`config.mk`:
```
export PLATFORM = sky130hd
export DESIGN_NAME = ias_top
export DESIGN_NICKNAME = d
export VERILOG_FILES = /design/src/hdl/ias_pkg.sv /design/src/hdl/ias_top.sv
export SDC_FILE = /design/constraint.sdc
export NUM_CORES = 1
export LEC_CHECK = 0
export BUFFER_PORTS_ARGS = -buffer_cell sky130_fd_sc_hd__clkbuf_2
export CAP_MARGIN = 20
export CELL_PAD_IN_SITES_DETAIL_PLACEMENT = 1
export CELL_PAD_IN_SITES_GLOBAL_PLACEMENT = 2
export CORE_MARGIN = 2
export CORE_UTILIZATION = 37
export CTS_BUF_LIST = sky130_fd_sc_hd__clkbuf_4 sky130_fd_sc_hd__clkbuf_8
export CTS_CLUSTER_SIZE = 20
export DETAILED_ROUTE_END_ITERATION = 7
export PLACE_DENSITY = 0.9
export SLEW_MARGIN = 15
export SYNTH_ARGS = -nofsm -noshare
export SYNTH_HDL_FRONTEND = slang
export SYNTH_SLANG_ARGS = --single-unit
```
`constraint.sdc`:
```
create_clock -name clock -period 5.6 [get_ports clock]
set_clock_uncertainty 0.05 [all_clocks]
set_input_delay 0.84 -clock clock [delete_from_list [all_inputs] [get_ports clock]]
set_output_delay 0.84 -clock clock [all_outputs]
set_load 0.005 [all_outputs]
```
`src/hdl/ias_pkg.sv`:
```
// constants, register map and alarm codes for the alarm supervisor
package ias_pkg;
  // ---------------------------------------------------------------
  // timing
  // ---------------------------------------------------------------
  localparam int unsigned CLK_HZ = 50_000_000;
  localparam int unsigned ADC_FREEZE_MS = 400;
  localparam int unsigned KEY_PERSIST_MS = 100;
  localparam int unsigned MSG_TIMEOUT_MS = 100;
  localparam int unsigned ADC_FREEZE_CYC = ADC_FREEZE_MS * (CLK_HZ / 1000);
  localparam int unsigned KEY_PERSIST_CYC = KEY_PERSIST_MS * (CLK_HZ / 1000);
  localparam int unsigned MSG_TIMEOUT_CYC = MSG_TIMEOUT_MS * (CLK_HZ / 1000);
  localparam int CNT_W = 25;
  // ---------------------------------------------------------------
  // register byte offsets
  // ---------------------------------------------------------------
  localparam logic [7:0] REG_CTRL = 8'h00;
  localparam logic [7:0] REG_SET_BAT = 8'h04;
  localparam logic [7:0] REG_SET_KEY = 8'h08;
  localparam logic [7:0] REG_KEY_MAX = 8'h0c;
  localparam logic [7:0] REG_KEY_MIN = 8'h10;
  localparam logic [7:0] REG_OV_LVL = 8'h14;
  localparam logic [7:0] REG_HOME_TOL = 8'h18;
  localparam logic [7:0] REG_HOME_OFF = 8'h1c;
  localparam logic [7:0] REG_ALARM = 8'h20;
  localparam logic [7:0] REG_IRQ_STAT = 8'h24;
  localparam logic [7:0] REG_IRQ_CLR = 8'h28;
  localparam logic [7:0] REG_IRQ_EN = 8'h2c;
  localparam logic [7:0] REG_CODES = 8'h30;
  localparam logic [7:0] REG_STATE = 8'h34;
  localparam int CTRL_PM_BIT = 0;
  localparam int CTRL_SENS_BIT = 1;
  localparam logic [11:0] RST_VAL12 = 12'h000;
  // ---------------------------------------------------------------
  // alarm bit positions
  // ---------------------------------------------------------------
  localparam int ALM_W = 17;
  localparam int A_ANALOG = 0, A_BAT_SET = 1, A_BUMPER = 2, A_PMOS = 3;
  localparam int A_PWR_ACQ = 4, A_HOME = 5, A_NOMSG = 6, A_BOARD = 7;
  localparam int A_KEY_HI = 8, A_KEY_LO = 9, A_SHORT = 10, A_KEY_SET = 11;
  localparam int A_WDOG = 12, A_IN_MISM = 13, A_SETPT = 14;
  localparam int A_OVERV = 15, A_UNDERV = 16;
  // alarms that open the contactor and apply the brake
  localparam logic [16:0] MASK_OPEN = 17'h1bfff;
  // ---------------------------------------------------------------
  // reported codes {canopen, display, numeric}
  // ---------------------------------------------------------------
  localparam logic [31:0] CODE_NONE = 32'h0000_0000;
  localparam logic [31:0] CODE_OTHER = 32'hff00_0000;
  localparam logic [31:0] CODE_WDOG = 32'h6010_0808;
  localparam logic [31:0] CODE_NOMSG = {16'h8130, 8'd67, 8'd248};
  localparam logic [31:0] CODE_IN_MISM = {16'hffd5, 8'd58, 8'd213};
  localparam logic [31:0] CODE_SETPT = {16'hffd4, 8'd59, 8'd212};
  localparam logic [31:0] CODE_ANALOG = {16'hfffa, 8'd96, 8'd237};
  localparam logic [31:0] CODE_OVERV = {16'hffca, 8'd77, 8'd202};
  localparam logic [31:0] CODE_UNDERV = {16'h5114, 8'd19, 8'd19};
  // ---------------------------------------------------------------
  // machine state, gray along boot-check-standby-run
  // ---------------------------------------------------------------
  typedef enum logic [1:0] {
    ST_BOOT = 2'b00, ST_CHECK = 2'b01, ST_STBY = 2'b11, ST_RUN = 2'b10
  } ias_state_t;
endpackage

```
`src/hdl/ias_top.sv`:
```
// fault detection, alarm latching and reaction with apb registers
`timescale 1ns/1ns
`default_nettype none
module ias_top import ias_pkg::*; #(
  parameter int unsigned ADC_FREEZE = ADC_FREEZE_CYC,
  parameter int unsigned KEY_PERSIST = KEY_PERSIST_CYC,
  parameter int unsigned MSG_TIMEOUT = MSG_TIMEOUT_CYC
) (
  input wire logic clock,
  input wire logic rstn,
  input wire logic psel,
  input wire logic penable,
  input wire logic pwrite,
  input wire logic [7:0] paddr,
  input wire logic [31:0] pwdata,
  output logic [31:0] prdata,
  output logic pready,
  output logic pslverr,
  input wire logic adc_done,
  input wire logic adc_changed,
  input wire logic [11:0] key_voltage,
  input wire logic [11:0] dc_link_v,
  input wire logic [2:0] high_side_on,
  input wire logic bumper_a,
  input wire logic bumper_b,
  input wire logic board_present,
  input wire logic short_detect,
  input wire logic volt_irq,
  input wire logic pwm_data_valid,
  input wire logic index_pulse,
  input wire logic [11:0] rotor_angle,
  input wire logic sup_msg,
  input wire logic watchdog_fault,
  input wire logic input_mismatch,
  input wire logic setpoint_fault,
  input wire logic motion_request,
  output logic main_contactor,
  output logic electromagnetic_brake,
  output logic traction_output,
  output logic pump_output,
  output logic valve_output,
  output logic [15:0] canopen_code,
  output logic [7:0] display_code,
  output logic [7:0] numeric_code,
  output logic irq
);
  // ---------------------------------------------------------------
  // state
  // ---------------------------------------------------------------
  typedef struct packed {
    ias_state_t st;
    logic [1:0] boot_cnt;
    logic [ALM_W-1:0] alm;
    logic [ALM_W-1:0] irq_st;
    logic [ALM_W-1:0] irq_en;
    logic [1:0] ctrl;
    logic [11:0] set_bat;
    logic [11:0] set_key;
    logic [11:0] key_max;
    logic [11:0] key_min;
    logic [11:0] ov_lvl;
    logic [11:0] home_tol;
    logic [11:0] home_off;
    logic [CNT_W-1:0] adc_cnt;
    logic [CNT_W-1:0] khi_cnt;
    logic [CNT_W-1:0] klo_cnt;
    logic [CNT_W-1:0] msg_cnt;
    logic [4:0] s1;
    logic [4:0] s2;
    logic req_d;
    logic [31:0] prdata;
    logic [31:0] codes;
    logic contactor;
    logic brake;
    logic trac;
    logic valves;
  } ias_regs_t;

  ias_regs_t q_r;
  ias_regs_t q_nxt;

  // ---------------------------------------------------------------
  // helpers
  // ---------------------------------------------------------------
  // true when v lies within plus or minus twenty percent of n
  function automatic logic in_band(input logic [11:0] v,
                                   input logic [11:0] n);
    logic [15:0] a;
    logic [15:0] lo;
    logic [15:0] hi;
    a = 16'(v) * 16'd5;
    lo = 16'(n) * 16'd4;
    hi = 16'(n) * 16'd6;
    return (a >= lo) && (a <= hi);
  endfunction

  // saturating counter step, cleared when hold is low
  function automatic logic [CNT_W-1:0] count(input logic hold,
                                             input logic [CNT_W-1:0] c);
    if (!hold) begin
      return '0;
    end
    return (&c) ? c : c + 1'b1;
  endfunction

  // code of one alarm bit
  function automatic logic [31:0] code_of(input int idx);
    case (idx)
      A_WDOG: return CODE_WDOG;
      A_NOMSG: return CODE_NOMSG;
      A_IN_MISM: return CODE_IN_MISM;
      A_SETPT: return CODE_SETPT;
      A_ANALOG: return CODE_ANALOG;
      A_OVERV: return CODE_OVERV;
      A_UNDERV: return CODE_UNDERV;
      default: return CODE_OTHER;
    endcase
  endfunction

  // ---------------------------------------------------------------
  // synchronised pins: bumper a, bumper b, board, short, volt irq
  // ---------------------------------------------------------------
  logic bump_a_s;
  logic bump_b_s;
  logic board_s;
  logic short_s;
  logic virq_s;
  assign bump_a_s = q_r.s2[0];
  assign bump_b_s = q_r.s2[1];
  assign board_s = q_r.s2[2];
  assign short_s = q_r.s2[3];
  assign virq_s = q_r.s2[4];

  // bus decode
  logic setup;
  logic wr;
  logic mapped;
  assign setup = psel && !penable;
  assign wr = psel && penable && pwrite;
  assign mapped = (paddr[1:0] == 2'b00) && (paddr <= REG_STATE);

  // ---------------------------------------------------------------
  // next state
  // ---------------------------------------------------------------
  always_comb begin
    logic [ALM_W-1:0] ev;
    logic [ALM_W-1:0] clr;
    logic [11:0] diff;
    logic req_rise;
    logic comm_ok;
    logic open_c;
    ev = '0;
    clr = '0;
    diff = 12'h000;
    req_rise = 1'b0;
    comm_ok = 1'b0;
    open_c = 1'b0;
    q_nxt = q_r;
    q_nxt.s1 = {volt_irq, short_detect, board_present, bumper_b, bumper_a};
    q_nxt.s2 = q_r.s1;
    q_nxt.req_d = motion_request;
    req_rise = motion_request && !q_r.req_d;

    // machine sequence
    case (q_r.st)
      ST_BOOT: begin
        q_nxt.boot_cnt = q_r.boot_cnt + 2'd1;
        if (&q_r.boot_cnt) begin
          q_nxt.st = ST_CHECK;
        end
      end
      ST_CHECK: q_nxt.st = ST_STBY;
      ST_STBY: begin
        if (motion_request) begin
          q_nxt.st = ST_RUN;
        end
      end
      ST_RUN: begin
        if (!motion_request) begin
          q_nxt.st = ST_STBY;
        end
      end
      default: q_nxt.st = ST_BOOT;
    endcase

    if (adc_done) begin
      q_nxt.adc_cnt = adc_changed ? '0 : q_r.adc_cnt;
    end
    q_nxt.adc_cnt = count(!(adc_done && adc_changed), q_nxt.adc_cnt);
    ev[A_ANALOG] = q_r.adc_cnt >= CNT_W'(ADC_FREEZE);

    // startup checks, taken once in the check state
    if (q_r.st == ST_CHECK) begin
      ev[A_BAT_SET] = !in_band(key_voltage, q_r.set_bat);
      ev[A_PWR_ACQ] = q_r.ctrl[CTRL_PM_BIT] && q_r.ctrl[CTRL_SENS_BIT] &&
                      !pwm_data_valid;
      ev[A_BOARD] = !board_s;
      ev[A_KEY_SET] = !in_band(key_voltage, q_r.set_key);
    end

    ev[A_BUMPER] = bump_a_s && bump_b_s;
    ev[A_PMOS] = (dc_link_v == 12'h000) && (|high_side_on);

    diff = rotor_angle - q_r.home_off;
    ev[A_HOME] = index_pulse && (diff > q_r.home_tol) &&
                 ((12'h000 - diff) > q_r.home_tol);

    q_nxt.msg_cnt = count(!sup_msg, q_r.msg_cnt);
    comm_ok = q_r.msg_cnt < CNT_W'(MSG_TIMEOUT);
    ev[A_NOMSG] = !comm_ok;

    q_nxt.khi_cnt = count(key_voltage > q_r.key_max, q_r.khi_cnt);
    ev[A_KEY_HI] = q_r.khi_cnt >= CNT_W'(KEY_PERSIST);
    q_nxt.klo_cnt = count(key_voltage < q_r.key_min, q_r.klo_cnt);
    ev[A_KEY_LO] = q_r.klo_cnt >= CNT_W'(KEY_PERSIST);

    ev[A_SHORT] = short_s;

    // watchdog only in standby or run
    ev[A_WDOG] = watchdog_fault &&
                 ((q_r.st == ST_STBY) || (q_r.st == ST_RUN));
    ev[A_IN_MISM] = input_mismatch;
    ev[A_SETPT] = setpoint_fault;

    ev[A_OVERV] = virq_s && (dc_link_v >= q_r.ov_lvl);
    ev[A_UNDERV] = virq_s && (dc_link_v < q_r.ov_lvl);

    clr[A_NOMSG] = req_rise && comm_ok;
    clr[A_OVERV] = req_rise && !virq_s;
    clr[A_UNDERV] = req_rise && !virq_s;

    q_nxt.alm = (q_r.alm & ~clr) | ev;

    // sticky irq status, set wins over clear
    q_nxt.irq_st = q_r.irq_st;
    if (wr && paddr == REG_IRQ_CLR) begin
      q_nxt.irq_st = q_r.irq_st & ~pwdata[ALM_W-1:0];
    end
    q_nxt.irq_st = q_nxt.irq_st | (ev & ~q_r.alm);

    // register writes
    if (wr) begin
      case (paddr)
        REG_CTRL: q_nxt.ctrl = pwdata[1:0];
        REG_SET_BAT: q_nxt.set_bat = pwdata[11:0];
        REG_SET_KEY: q_nxt.set_key = pwdata[11:0];
        REG_KEY_MAX: q_nxt.key_max = pwdata[11:0];
        REG_KEY_MIN: q_nxt.key_min = pwdata[11:0];
        REG_OV_LVL: q_nxt.ov_lvl = pwdata[11:0];
        REG_HOME_TOL: q_nxt.home_tol = pwdata[11:0];
        REG_HOME_OFF: q_nxt.home_off = pwdata[11:0];
        REG_IRQ_EN: q_nxt.irq_en = pwdata[ALM_W-1:0];
        default: q_nxt.ctrl = q_r.ctrl;
      endcase
    end

    // read data captured in the setup cycle
    if (setup) begin
      case (paddr)
        REG_CTRL: q_nxt.prdata = {30'h0, q_r.ctrl};
        REG_SET_BAT: q_nxt.prdata = {20'h0, q_r.set_bat};
        REG_SET_KEY: q_nxt.prdata = {20'h0, q_r.set_key};
        REG_KEY_MAX: q_nxt.prdata = {20'h0, q_r.key_max};
        REG_KEY_MIN: q_nxt.prdata = {20'h0, q_r.key_min};
        REG_OV_LVL: q_nxt.prdata = {20'h0, q_r.ov_lvl};
        REG_HOME_TOL: q_nxt.prdata = {20'h0, q_r.home_tol};
        REG_HOME_OFF: q_nxt.prdata = {20'h0, q_r.home_off};
        REG_ALARM: q_nxt.prdata = {15'h0, q_r.alm};
        REG_IRQ_STAT: q_nxt.prdata = {15'h0, q_r.irq_st};
        REG_IRQ_EN: q_nxt.prdata = {15'h0, q_r.irq_en};
        REG_CODES: q_nxt.prdata = q_r.codes;
        REG_STATE: q_nxt.prdata = {30'h0, q_r.st};
        default: q_nxt.prdata = 32'h0000_0000;
      endcase
    end

    // reported code, lowest latched alarm first
    q_nxt.codes = CODE_NONE;
    for (int i = ALM_W - 1; i >= 0; i--) begin
      if (q_r.alm[i]) begin
        q_nxt.codes = code_of(i);
      end
    end

    open_c = |(q_r.alm & MASK_OPEN);
    q_nxt.contactor = ((q_r.st == ST_STBY) || (q_r.st == ST_RUN)) && !open_c;
    q_nxt.brake = !((q_r.st == ST_RUN) && !open_c);
    // any alarm stops traction and pump
    q_nxt.trac = (q_r.st == ST_RUN) && (q_r.alm == '0);
    q_nxt.valves = (q_r.st == ST_RUN) && !open_c;
  end

  // ---------------------------------------------------------------
  // register the state
  // ---------------------------------------------------------------
  always_ff @(posedge clock) begin
    if (!rstn) begin
      q_r <= '0;
      q_r.st <= ST_BOOT;
      q_r.brake <= 1'b1;
      q_r.set_bat <= RST_VAL12;
    end else begin
      q_r <= q_nxt;
    end
  end

  // ---------------------------------------------------------------
  // outputs
  // ---------------------------------------------------------------
  assign pready = 1'b1;
  assign pslverr = psel && penable &&
                   (!mapped || (pwrite && (paddr == REG_ALARM ||
                    paddr == REG_IRQ_STAT || paddr == REG_CODES ||
                    paddr == REG_STATE)) ||
                    (!pwrite && paddr == REG_IRQ_CLR));
  assign prdata = q_r.prdata;
  assign main_contactor = q_r.contactor;
  assign electromagnetic_brake = q_r.brake;
  assign traction_output = q_r.trac;
  assign pump_output = q_r.trac;
  assign valve_output = q_r.valves;
  assign canopen_code = q_r.codes[31:16];
  assign display_code = q_r.codes[15:8];
  assign numeric_code = q_r.codes[7:0];
  // level interrupt from enabled sticky bits
  assign irq = |(q_r.irq_st & q_r.irq_en);
endmodule // ias_top
`default_nettype wire

```
==> results.yml, run 1 <==
outcome:
  status: "complete, no violations"
synthesis:
  synthCells: 2393
  synth_edf_count: 0
  synth.distinct_cells: 86
  yosysSeqAreaShare_pct: 32.5
  synth_ff_type: "dfxtp_1"
  syn_nets: 2668
  synth_seq_cells: 306
  synth.cell_area_sq_um: 18800
  yosysWarnings: 0
  async_flop_share_pct: 0
  avgSynthCellArea_sq_um: 7.87
clock_tree:
  clk_latency_ps: 650
  post_cts_resized: 0
  cts_max_path_buffers: 3
  cts_root_buf: "clkbuf_8"
  clock_sinks: 306
  numCtsBuffers: 54
  cts_hold_buf: 0
  post-cts-setup-buffers: 0
  cts_tree: "built"
  clk_pin_slew_ps: 60
  cts-htree-levels: 2
die:
  fp.coreArea_sq_um: 50200
  row_count: 82
  start_util_pct: 37.5
  die_w_um: 230
  num_io_pins: 170
  dieArea_sq_um: 52700
  die_y_um: 230
route:
  firstDrtPassIters: 7
  viasPerCell: 5.58
  drc: 0
  first_iter_violations: 1116
  wire_per_inst_um: 20.8
  ant_nets: 0
  vias: 17700
  totalWireLength_mm: 65.8
pwr:
  ir_worst_vdd_mv: 0.168
  p_per_area_nw_per_um2: 265
  finalPower_mw: 5.54
  power.leakage_nw: 7.94
layout:
  final_area_sq_um: 20900
  fin_nets: 2727
  drive_above_1_share_pct: 12.6
  syn2layout_area_growth_pct: 10.9
  fin_util_pct: 41.6
worst_setup_path:
  end_kind: "flip-flop"
  startpoint_type: "primary input"
  cp_max_fo: 6
  crit_type: "in2reg"
  crit_arrival_ps: 5360
  crit_family: "compound AO/OA/AOI/OAI gates"
  cp_slowest_cell: "a2111oi_0"
  worst-path-buf-inv: 1
  cp_slowest_stage_delay_ps: 460
  cp.required_ps: 6110
  path_cells: "clkbuf_2 > ha_1 > ha_1 > fa_1 > a21o_1 > a21oi_1 > o21bai_1 > a21oi_1 > o21ai_0 > nor4b_1 > a211o_1 > ha_1 > a2111oi_0 > o21ai_0 > nor3_1 > o211ai_1 > a31oi_1 > a31oi_1 > o21ai_0"
place:
  place_hpwl_mm: 50.5
  place_congestion: 0.957
  io_buffers: 152
  placed_area_sq_um: 19700
timing:
  setup_viol: 0
  period_share_pct: 86.5
  fin_hold_ws_ps: 361
  finalHoldViolCount: 0
  tightest_slew_ps: 991
  rsz0062_at_grt: "false"
  fmax_mhz: 206
  relSlewSlack_pct: 33.9
  slew_viol_final: 0
  fin_tns_setup_ps: 0
  min_period_ps: 4850
grt:
  grt_pass1_wl_mm: 103
  grt_max_degree: 66
  grt_overflow: 0
  grt_usage_pct: 24.8
  antenna_found_initial: 5
  grt_pass1_vias: 18300
worst_hold_path:
  hold_class: "in2reg"
run:
  cap_violations: 0
[power by group]
group | leakage [nW] | internal [mW] | switching (mW)
sequential | 2.48 | 2.25 | 0.106
combinational | 4.83 | 0.337 | 0.530
clock | 0.643 | 1.35 | 0.967
total | 7.94 | 3.94 | 1.60
[per-stage QoR]
step                worst slack [ps]  std cells
global placement                 309       3067
global route                     257       3167
detailed placement               150       3067
floorplan                       1070       2393
CTS                              829       3165
finish                           753       3167
[cells in the final DEF, fill, tap and decap left out, types with 10 or more instances in the layout]
master and count:
a21o_1 36, nor3_1 46, o21bai_1 10, clkbuf_8 70, or3_1 13, clkbuf_4 21
nor2_1 261, nand2b_1 15, nor2b_1 15, o21ai_0 62, nand4_1 52, o21a_1 19
mux2i_1 17, clkbuf_2 152, inv_1 134, a31oi_1 12, o22ai_1 10, a21oi_1 206
and2_1 21, o31ai_1 10, buf_4 15, mux2_2 10, a211oi_1 10, xnor2_1 53
xor2_1 77, or2_2 10, nand3_1 64, a22oi_1 54, dfxtp_1 306, nor4_1 16
nand2_1 352, ha_1 173, and3_1 25
[synthesized netlist by cell type (5+ instances only)]
master / instances / area (sq um)
inv_1: 134 / 503
nor3_1: 46 / 230
nand3_1: 64 / 320
buf_2: 16 / 80.1
clkbuf_1: 71 / 267
o21ai_0: 62 / 310
a211oi_1: 10 / 75.1
o22ai_1: 10 / 62.6
and3_1: 25 / 156
or4_1: 8 / 60.1
a22oi_1: 54 / 405
a2111oi_0: 9 / 78.8
a22o_1: 5 / 43.8
o21bai_1: 10 / 75.1
nor2_1: 261 / 980
o21a_1: 19 / 143
o211ai_1: 6 / 45.0
dfxtp_1: 306 / 6130
or2_2: 10 / 62.6
a32oi_1: 5 / 43.8
o21ai_1: 6 / 30.0
o221ai_1: 7 / 61.3
ha_1: 173 / 2160
or3_1: 13 / 81.3
o31ai_1: 10 / 75.1
a21oi_1: 206 / 1030
and2_1: 21 / 131
a31oi_1: 12 / 75.1
nor2b_1: 15 / 93.8
a21o_1: 36 / 270
buf_1: 10 / 37.5
xnor2_1: 53 / 464
o311ai_0: 5 / 43.8
xor2_1: 77 / 674
and4_1: 6 / 52.6
buf_4: 67 / 503
nand4_1: 52 / 325
nand2b_1: 15 / 93.8
mux2_2: 10 / 113
nor4_1: 16 / 100
nand2_1: 352 / 1320
mux2i_1: 17 / 170
nand3b_1: 5 / 37.5
[final timing paths]
| kind | start | to | slack (ps) | cells past startpoint |
|---|---|---|---|---|
| setup / recovery | key_voltage[1] | q_r[293]$_SDFF_PN0_ | 750 | 19 |
| hold / removal | bumper_b | q_nxt[70]$_SDFF_PN0_ | 360 | 2 |
| setup reg to reg | q_r[179]$_SDFFE_PN0P_ | q_r[287]$_SDFF_PN0_ | 1300 | 17 |
| hold reg to reg | q_r[205]$_SDFFE_PN0P_ | q_r[205]$_SDFFE_PN0P_ | 410 | 2 |
[layer usage]
metal	routed length [um]	up-vias	track usage (%)
met5	44	-	0
met4	2740	8	10.6
met3	3260	148	3.78
met2	31900	442	42.6
met1	27900	8682	30.6
li1	-	8404	-
[worst register-to-register path, delay by kind of cell, from the launching register on]
family | cells | cell delay [ps]
AND/OR/NAND/NOR | 4 | 1080
flip-flops | 1 | 460
buffers and inverters | 2 | 250
AO/OA/AOI/OAI | 6 | 1130
adder cells (fa/ha/maj) | 3 | 910
XOR/XNOR | 2 | 370
[kinds of logic (layout without fill, tap and decap cells)]
logic type | after synthesis | after routing | share of synthesized area, %
flops | 306 | 306 | 32.5
fa+ha+maj | 177 | 177 | 11.9
xor+xnor | 130 | 130 | 6.04
simple gates | 937 | 937 | 23.1
buf+inv | 299 | 400 | 7.40
other cells | 2 | 3 | 0.0399
mux | 28 | 28 | 1.62
compound gates | 514 | 514 | 17.4
[final cells by class]
cell class,count,area (sq um)
Sequential cell,306,6130
Tap cell,672,841
Clock inverter,7,101
Inverter,135,509
Multi-Input combinational cell,1788,11300
Antenna cell,1,2.50
Fill cell,6108,29300
Timing Repair Buffer,167,873
Clock buffer,91,1120
[sequential cells by signal, indices dropped and copies added, names as in the netlist]
signal and flops:
pump_output 1, prdata 28, q_r 244, display_code 6
main_contactor 1, electromagnetic_brake 1, numeric_code 5, q_nxt 5
board_s 1, bump_a_s 1, canopen_code 11, bump_b_s 1
valve_output 1
No activity file was read; power rests on OpenSTA's default activity.
==> run 2, diff against run 1 <==
==> constraint.sdc (replaced) <==
create_clock -name clock -period 4.9 [get_ports clock]
set_clock_uncertainty 0.05 [all_clocks]
set_input_delay 0.735 -clock clock [delete_from_list [all_inputs] [get_ports clock]]
set_output_delay 0.735 -clock clock [all_outputs]
set_load 0.005 [all_outputs]
==> run 2 against run 1 <==
Against the previous run:
- design area is 0.43% higher
- global-route usage hardly changed
- worst setup slack worse by 280 ps
- wire length is 0.39% higher
- cell count is 0.22% higher
- largest cell class unchanged
- critical path depth stayed put
- critical path type unchanged
- via count is 0.31% higher
==> results.yml, run 2 (synthesized netlist as in run 1, its figures left out) <==
outcome:
  status: "complete, no violations"
clock_tree:
  cts_tree: "built"
  clock_sinks: 306
  post_cts_resized: 0
  numCtsBuffers: 55
  cts_root_buf: "clkbuf_8"
  post-cts-setup-buffers: 0
  cts-htree-levels: 2
  cts_max_path_buffers: 3
  clk_pin_slew_ps: 60
  cts_hold_buf: 0
  clk_latency_ps: 660
worst_setup_path:
  ff2ff_setup_slack_ps: 510
  cp_max_fo: 3
  crit_arrival_ps: 4910
  cp.required_ps: 5390
  regToRegEndpoint: "q_r[304]$_SDFF_PN0_"
  reg2regPathDepth: 15
  crit_type: "in2reg"
  path_cells: "clkbuf_2 > ha_1 > ha_1 > fa_1 > a21o_1 > a21oi_1 > o21bai_1 > a21oi_1 > o21ai_0 > nor4b_1 > a211o_1 > ha_1 > a2111oi_1 > o21ai_0 > nor3_1 > o211ai_1 > a31oi_1 > a31oi_1 > o21ai_0"
  cp_slowest_cell: "fa_1"
  cp_slowest_stage_delay_ps: 410
  end_kind: "flip-flop"
  endpoint: "q_r[293]$_SDFF_PN0_"
  startpoint_type: "primary input"
  critPathLaunch: "key_voltage[1]"
  rr_startpoint: "q_r[179]$_SDFFE_PN0P_"
pwr:
  power.leakage_nw: 8.00
  seq_power_share_pct: 42.4
  power_switching_share_pct: 28.9
  p_switching_mw: 1.84
  ir_worst_vdd_mv: 0.155
  p_per_area_nw_per_um2: 304
  combPwrFrac_pct: 15.7
  clkPwrFrac_pct: 41.9
  intPower_mw: 4.53
route:
  drc: 0
  wire_per_inst_um: 20.8
  totalWireLength_mm: 66.0
  vias: 17700
  ant_nets: 0
  firstDrtPassIters: 5
  viasPerCell: 5.59
  first_iter_violations: 1249
die:
  start_util_pct: 37.5
  dieArea_sq_um: 52700
  fp.coreArea_sq_um: 50200
  row_count: 82
  die_y_um: 230
  num_io_pins: 170
  die_w_um: 230
timing:
  min_period_ps: 4420
  fmax_mhz: 226
  tightest_slew_ps: 962
  relSlewSlack_pct: 35.9
  finalHoldViolCount: 0
  fin_hold_ws_ps: 234
  setup_viol: 0
  rsz0062_at_grt: "false"
  worst_slack_ps: 476
  slew_viol_final: 0
  period_share_pct: 90.3
grt:
  antenna_found_initial: 5
  grt_pass1_vias: 18500
  grt_pass1_wl_mm: 104
  grt_usage_pct: 24.7
  grt_overflow: 0
  grt_max_degree: 86
place:
  place_hpwl_mm: 50.5
  place_ws_ps: -60.8
  place_congestion: 0.958
  dp.cells: 3078
  io_buffers: 152
layout:
  regMostFlops: "q_r"
  fin_nets: 2738
  instances_no_fill: 3174
  final_cell_mix: "352 x nand2_1, 306 x dfxtp_1, 261 x nor2_1"
  syn2layout_area_growth_pct: 11.4
  drive_above_1_share_pct: 12.8
  largest_reg_flops: 244
  final_common_cell: "nand2_1"
  nFillCells: 6100
run:
  cap_violations: 0
worst_hold_path:
  hold_class: "in2reg"
-- run 2: final cells by class --
type	count	area (sq um)	share of cell area, %
tap	672	841	4.01
inverter	135	509	2.43
clock buffer	85	1080	5.16
antenna	1	2.50	0.0119
sequential	306	6130	29.2
timing repair buffer	177	961	4.58
multi-input combinational	1788	11300	54.0
clock inverter	10	140	0.668
-- run 2: stage by stage --
stage	TNS [ps]	total power [mW]	area (sq um)	utilization, %
CTS	0	6.43	21000	41.8
global route	0	6.69	21000	41.8
finish	0	6.38	21000	41.8
global placement	0	3.69	19800	39.4
detailed placement	-60.8	3.74	19800	39.4
floorplan	0	3.40	18800	-
-- run 2: how the worst min path moves through the flow --
stage	startpoint	to	slack (ps)	cells past startpoint
final	board_present	q_nxt[71]$_SDFF_PN0_	230	2
after global routing	short_detect	q_nxt[72]$_SDFF_PN0_	190	2
after CTS	short_detect	q_nxt[72]$_SDFF_PN0_	180	2
after detailed placement	q_r[214]$_SDFFE_PN0P_	q_r[214]$_SDFFE_PN0P_	410	2
after global placement	q_r[214]$_SDFFE_PN0P_	q_r[214]$_SDFFE_PN0P_	400	2
after floorplan	q_nxt[71]$_SDFF_PN0_	board_s$_SDFF_PN0_	360	1
-- run 2: power by group through the flow --
stage / registers, mW / logic [mW] / clock network (mW)
after floorplan: 2.68 / 0.722 / 0
after global placement: 2.75 / 0.944 / 0
after detailed placement: 2.75 / 0.991 / 0
after CTS: 2.70 / 0.999 / 2.73
after global routing: 2.71 / 1.13 / 2.86
final: 2.70 / 0.999 / 2.67
-- run 2: worst max-delay path: cells and delay by family --
family	cells	cell delay, ps
AOI/OAI and AO/OA	12	2360
adders and majority gates	4	1180
buffers and inverters	1	90
and+or+nand+nor	2	560
-- run 2: per-layer routing --
metal  up-vias  GRT usage, %  share of wire [%]
met4         8          9.33                3.8
li1       8420             -                  -
met2       468          43.0                 48
met3       144          4.35                5.1
met5         -             0              0.079
met1      8699          30.4                 43
==> run 3, diff against run 2 <==
--- a/config.mk
+++ b/config.mk
@@ -10,11 +10,10 @@
 export CELL_PAD_IN_SITES_DETAIL_PLACEMENT = 1
 export CELL_PAD_IN_SITES_GLOBAL_PLACEMENT = 2
 export CORE_MARGIN = 2
-export CORE_UTILIZATION = 37
-export CTS_BUF_LIST = sky130_fd_sc_hd__clkbuf_4 sky130_fd_sc_hd__clkbuf_8
+export CORE_UTILIZATION = 36
 export CTS_CLUSTER_SIZE = 20
 export DETAILED_ROUTE_END_ITERATION = 7
-export PLACE_DENSITY = 0.9
+export PLACE_DENSITY = 0.88
 export SLEW_MARGIN = 15
 export SYNTH_ARGS = -nofsm -noshare
 export SYNTH_HDL_FRONTEND = slang
==> run 3 against run 2 <==
Against the previous run:
- worst setup slack worse by 190 ps
- cell count decreased by 0.63%
- critical endpoint unchanged
- global-route usage about the same
- clock-buffer cell count down 34
- critical path depth stayed put
- sequential power about the same
- register-to-register slack about the same
==> results.yml, run 3 (synthesized netlist as in run 1, its figures left out) <==
outcome:
  status: "complete, no violations"
pwr:
  ir_worst_vdd_mv: 0.206
  clkPwrFrac_pct: 43.1
  seq_power_share_pct: 41.5
  p_switching_mw: 1.87
  intPower_mw: 4.64
  p_per_area_nw_per_um2: 310
  power.leakage_nw: 7.96
  combPwrFrac_pct: 15.4
  power_switching_share_pct: 28.7
  finalPower_mw: 6.52
clock_tree:
  post-cts-setup-buffers: 0
  cts_tree: "built"
  cts-htree-levels: 2
  clk_latency_ps: 560
  cts_max_path_buffers: 3
  clock_sinks: 306
  clk_pin_slew_ps: 50
  cts_root_buf: "clkbuf_16"
  numCtsBuffers: 37
layout:
  final_common_cell: "nand2_1"
  instances_no_fill: 3154
  fin_nets: 2719
  syn2layout_area_growth_pct: 11.5
  drive_above_1_share_pct: 11.5
  regMostFlops: "q_r"
  largest_reg_flops: 244
  nFillCells: 6324
  final_cell_mix: "352 x nand2_1, 306 x dfxtp_1, 261 x nor2_1"
route:
  top_layer: "met5"
  drc: 0
  wire_per_inst_um: 21.4
  vias: 17600
  first_iter_violations: 1029
  totalWireLength_mm: 67.4
  wl_met1_mm: 29.0
  viasPerCell: 5.59
  wl_met2_mm: 32.6
  firstDrtPassIters: 5
  routed-wl-met3_mm: 2.84
  ant_nets: 0
grt:
  grt_usage_pct: 24.8
  grt_pass1_vias: 18400
  grt_pass1_wl_mm: 104
  grt_overflow: 0
  grt_max_degree: 109
  antenna_found_initial: 5
timing:
  relSlewSlack_pct: 34.8
  min_period_ps: 4620
  tightest_slew_ps: 976
  setup_viol: 0
  fin_hold_ws_ps: 328
  period_share_pct: 94.2
  fmax_mhz: 217
  slew_viol_final: 0
  finalHoldViolCount: 0
  rsz0062_at_grt: "false"
run:
  cap_violations: 0
place:
  io_buffers: 152
  dp.cells: 3085
  place_hpwl_mm: 51.6
  place_congestion: 0.941
die:
  die_w_um: 233
  start_util_pct: 36.6
  fp.coreArea_sq_um: 51500
  die_y_um: 233
  row_count: 83
  num_io_pins: 170
  dieArea_sq_um: 54200
worst_setup_path:
  startpoint_type: "primary input"
  path_cells: "clkbuf_2 > ha_1 > ha_1 > fa_1 > a21o_1 > a21oi_1 > o21bai_1 > a21oi_1 > o21ai_0 > nor4b_2 > a211o_1 > ha_1 > a2111oi_0 > o21ai_0 > nor3_1 > o211ai_1 > a31oi_1 > a31oi_1 > o21ai_0"
  cp_slowest_cell: "a2111oi_0"
  crit_type: "in2reg"
  cp_slowest_stage_delay_ps: 450
  end_kind: "flip-flop"
  crit_arrival_ps: 5040
  cp.required_ps: 5320
  cp_max_fo: 3
worst_hold_path:
  hold_class: "in2reg"
run 3: cell types whose count changed in the layout (fill, tap and decap cells not counted), sizes merged:
cell | previous run | this run
clkbuf | 237 | 203
clkinv | 5 | 8
buf | 25 | 24
diode | 1 | 3
clkinvlp | 0 | 2
run 3: per-stage QoR:
stage	area (sq um)	util, %	worst slack, ps	TNS (ps)
after detailed placement	19800	38.4	-300	-503
final	21000	40.8	282	0
after global placement	19800	38.4	25.7	0
after CTS	21000	40.8	244	0
after global routing	21000	40.8	22.8	0
after floorplan	18800	-	472	0
run 3: area by class of cell:
cell class	instances	area (sq um)	share of cell area, %
timing repair buffer	176	953	4.54
clock buffer	51	1050	4.99
antenna	3	7.51	0.0357
multi-input combinational	1788	11300	53.9
tap	680	851	4.05
clock inverter	15	189	0.899
sequential	306	6130	29.2
inverter	135	509	2.42
run 3: final timing paths:
kind / startpoint / end / slack [ps] / depth (start not counted)
hold reg to reg: prdata[0]$_SDFFE_PN0P_ / prdata[0]$_SDFFE_PN0P_ / 420 / 2
setup reg to reg: q_r[179]$_SDFFE_PN0P_ / q_r[287]$_SDFF_PN0_ / 500 / 16
hold / removal: short_detect / q_nxt[72]$_SDFF_PN0_ / 330 / 2
setup / recovery: key_voltage[1] / q_r[293]$_SDFF_PN0_ / 280 / 19
run 3: critical path, delay by kind of cell:
kind	cells	cell delay [ps]
AOI/OAI and AO/OA	12	2490
and+or+nand+nor	2	540
adders and majority gates	4	1170
buffers and inverters	1	100
run 3: metal layers:
metal	up-vias	GRT usage, %
li1	8400	-
met1	8672	30.2
met2	422	43.0
met3	129	3.37
met4	4	11.4
met5	-	0
run 3: power groups by stage:
stage          clock network, mW  logic, mW  registers, mW
6_report                    2.81       1.00           2.70
5_1_grt                     2.97       1.12           2.71
4_1_cts                     2.87       1.00           2.70
3_5_place_dp                   0      0.996           2.75
3_3_place_gp                   0      0.949           2.75
2_1_floorplan                  0      0.722           2.68
run 3: timing repair:
action | 4_1_cts | 5_1_grt
setup endpoints to repair | 0 | 1
resized for setup | 0 | 1
hold buffers | 0 | 0
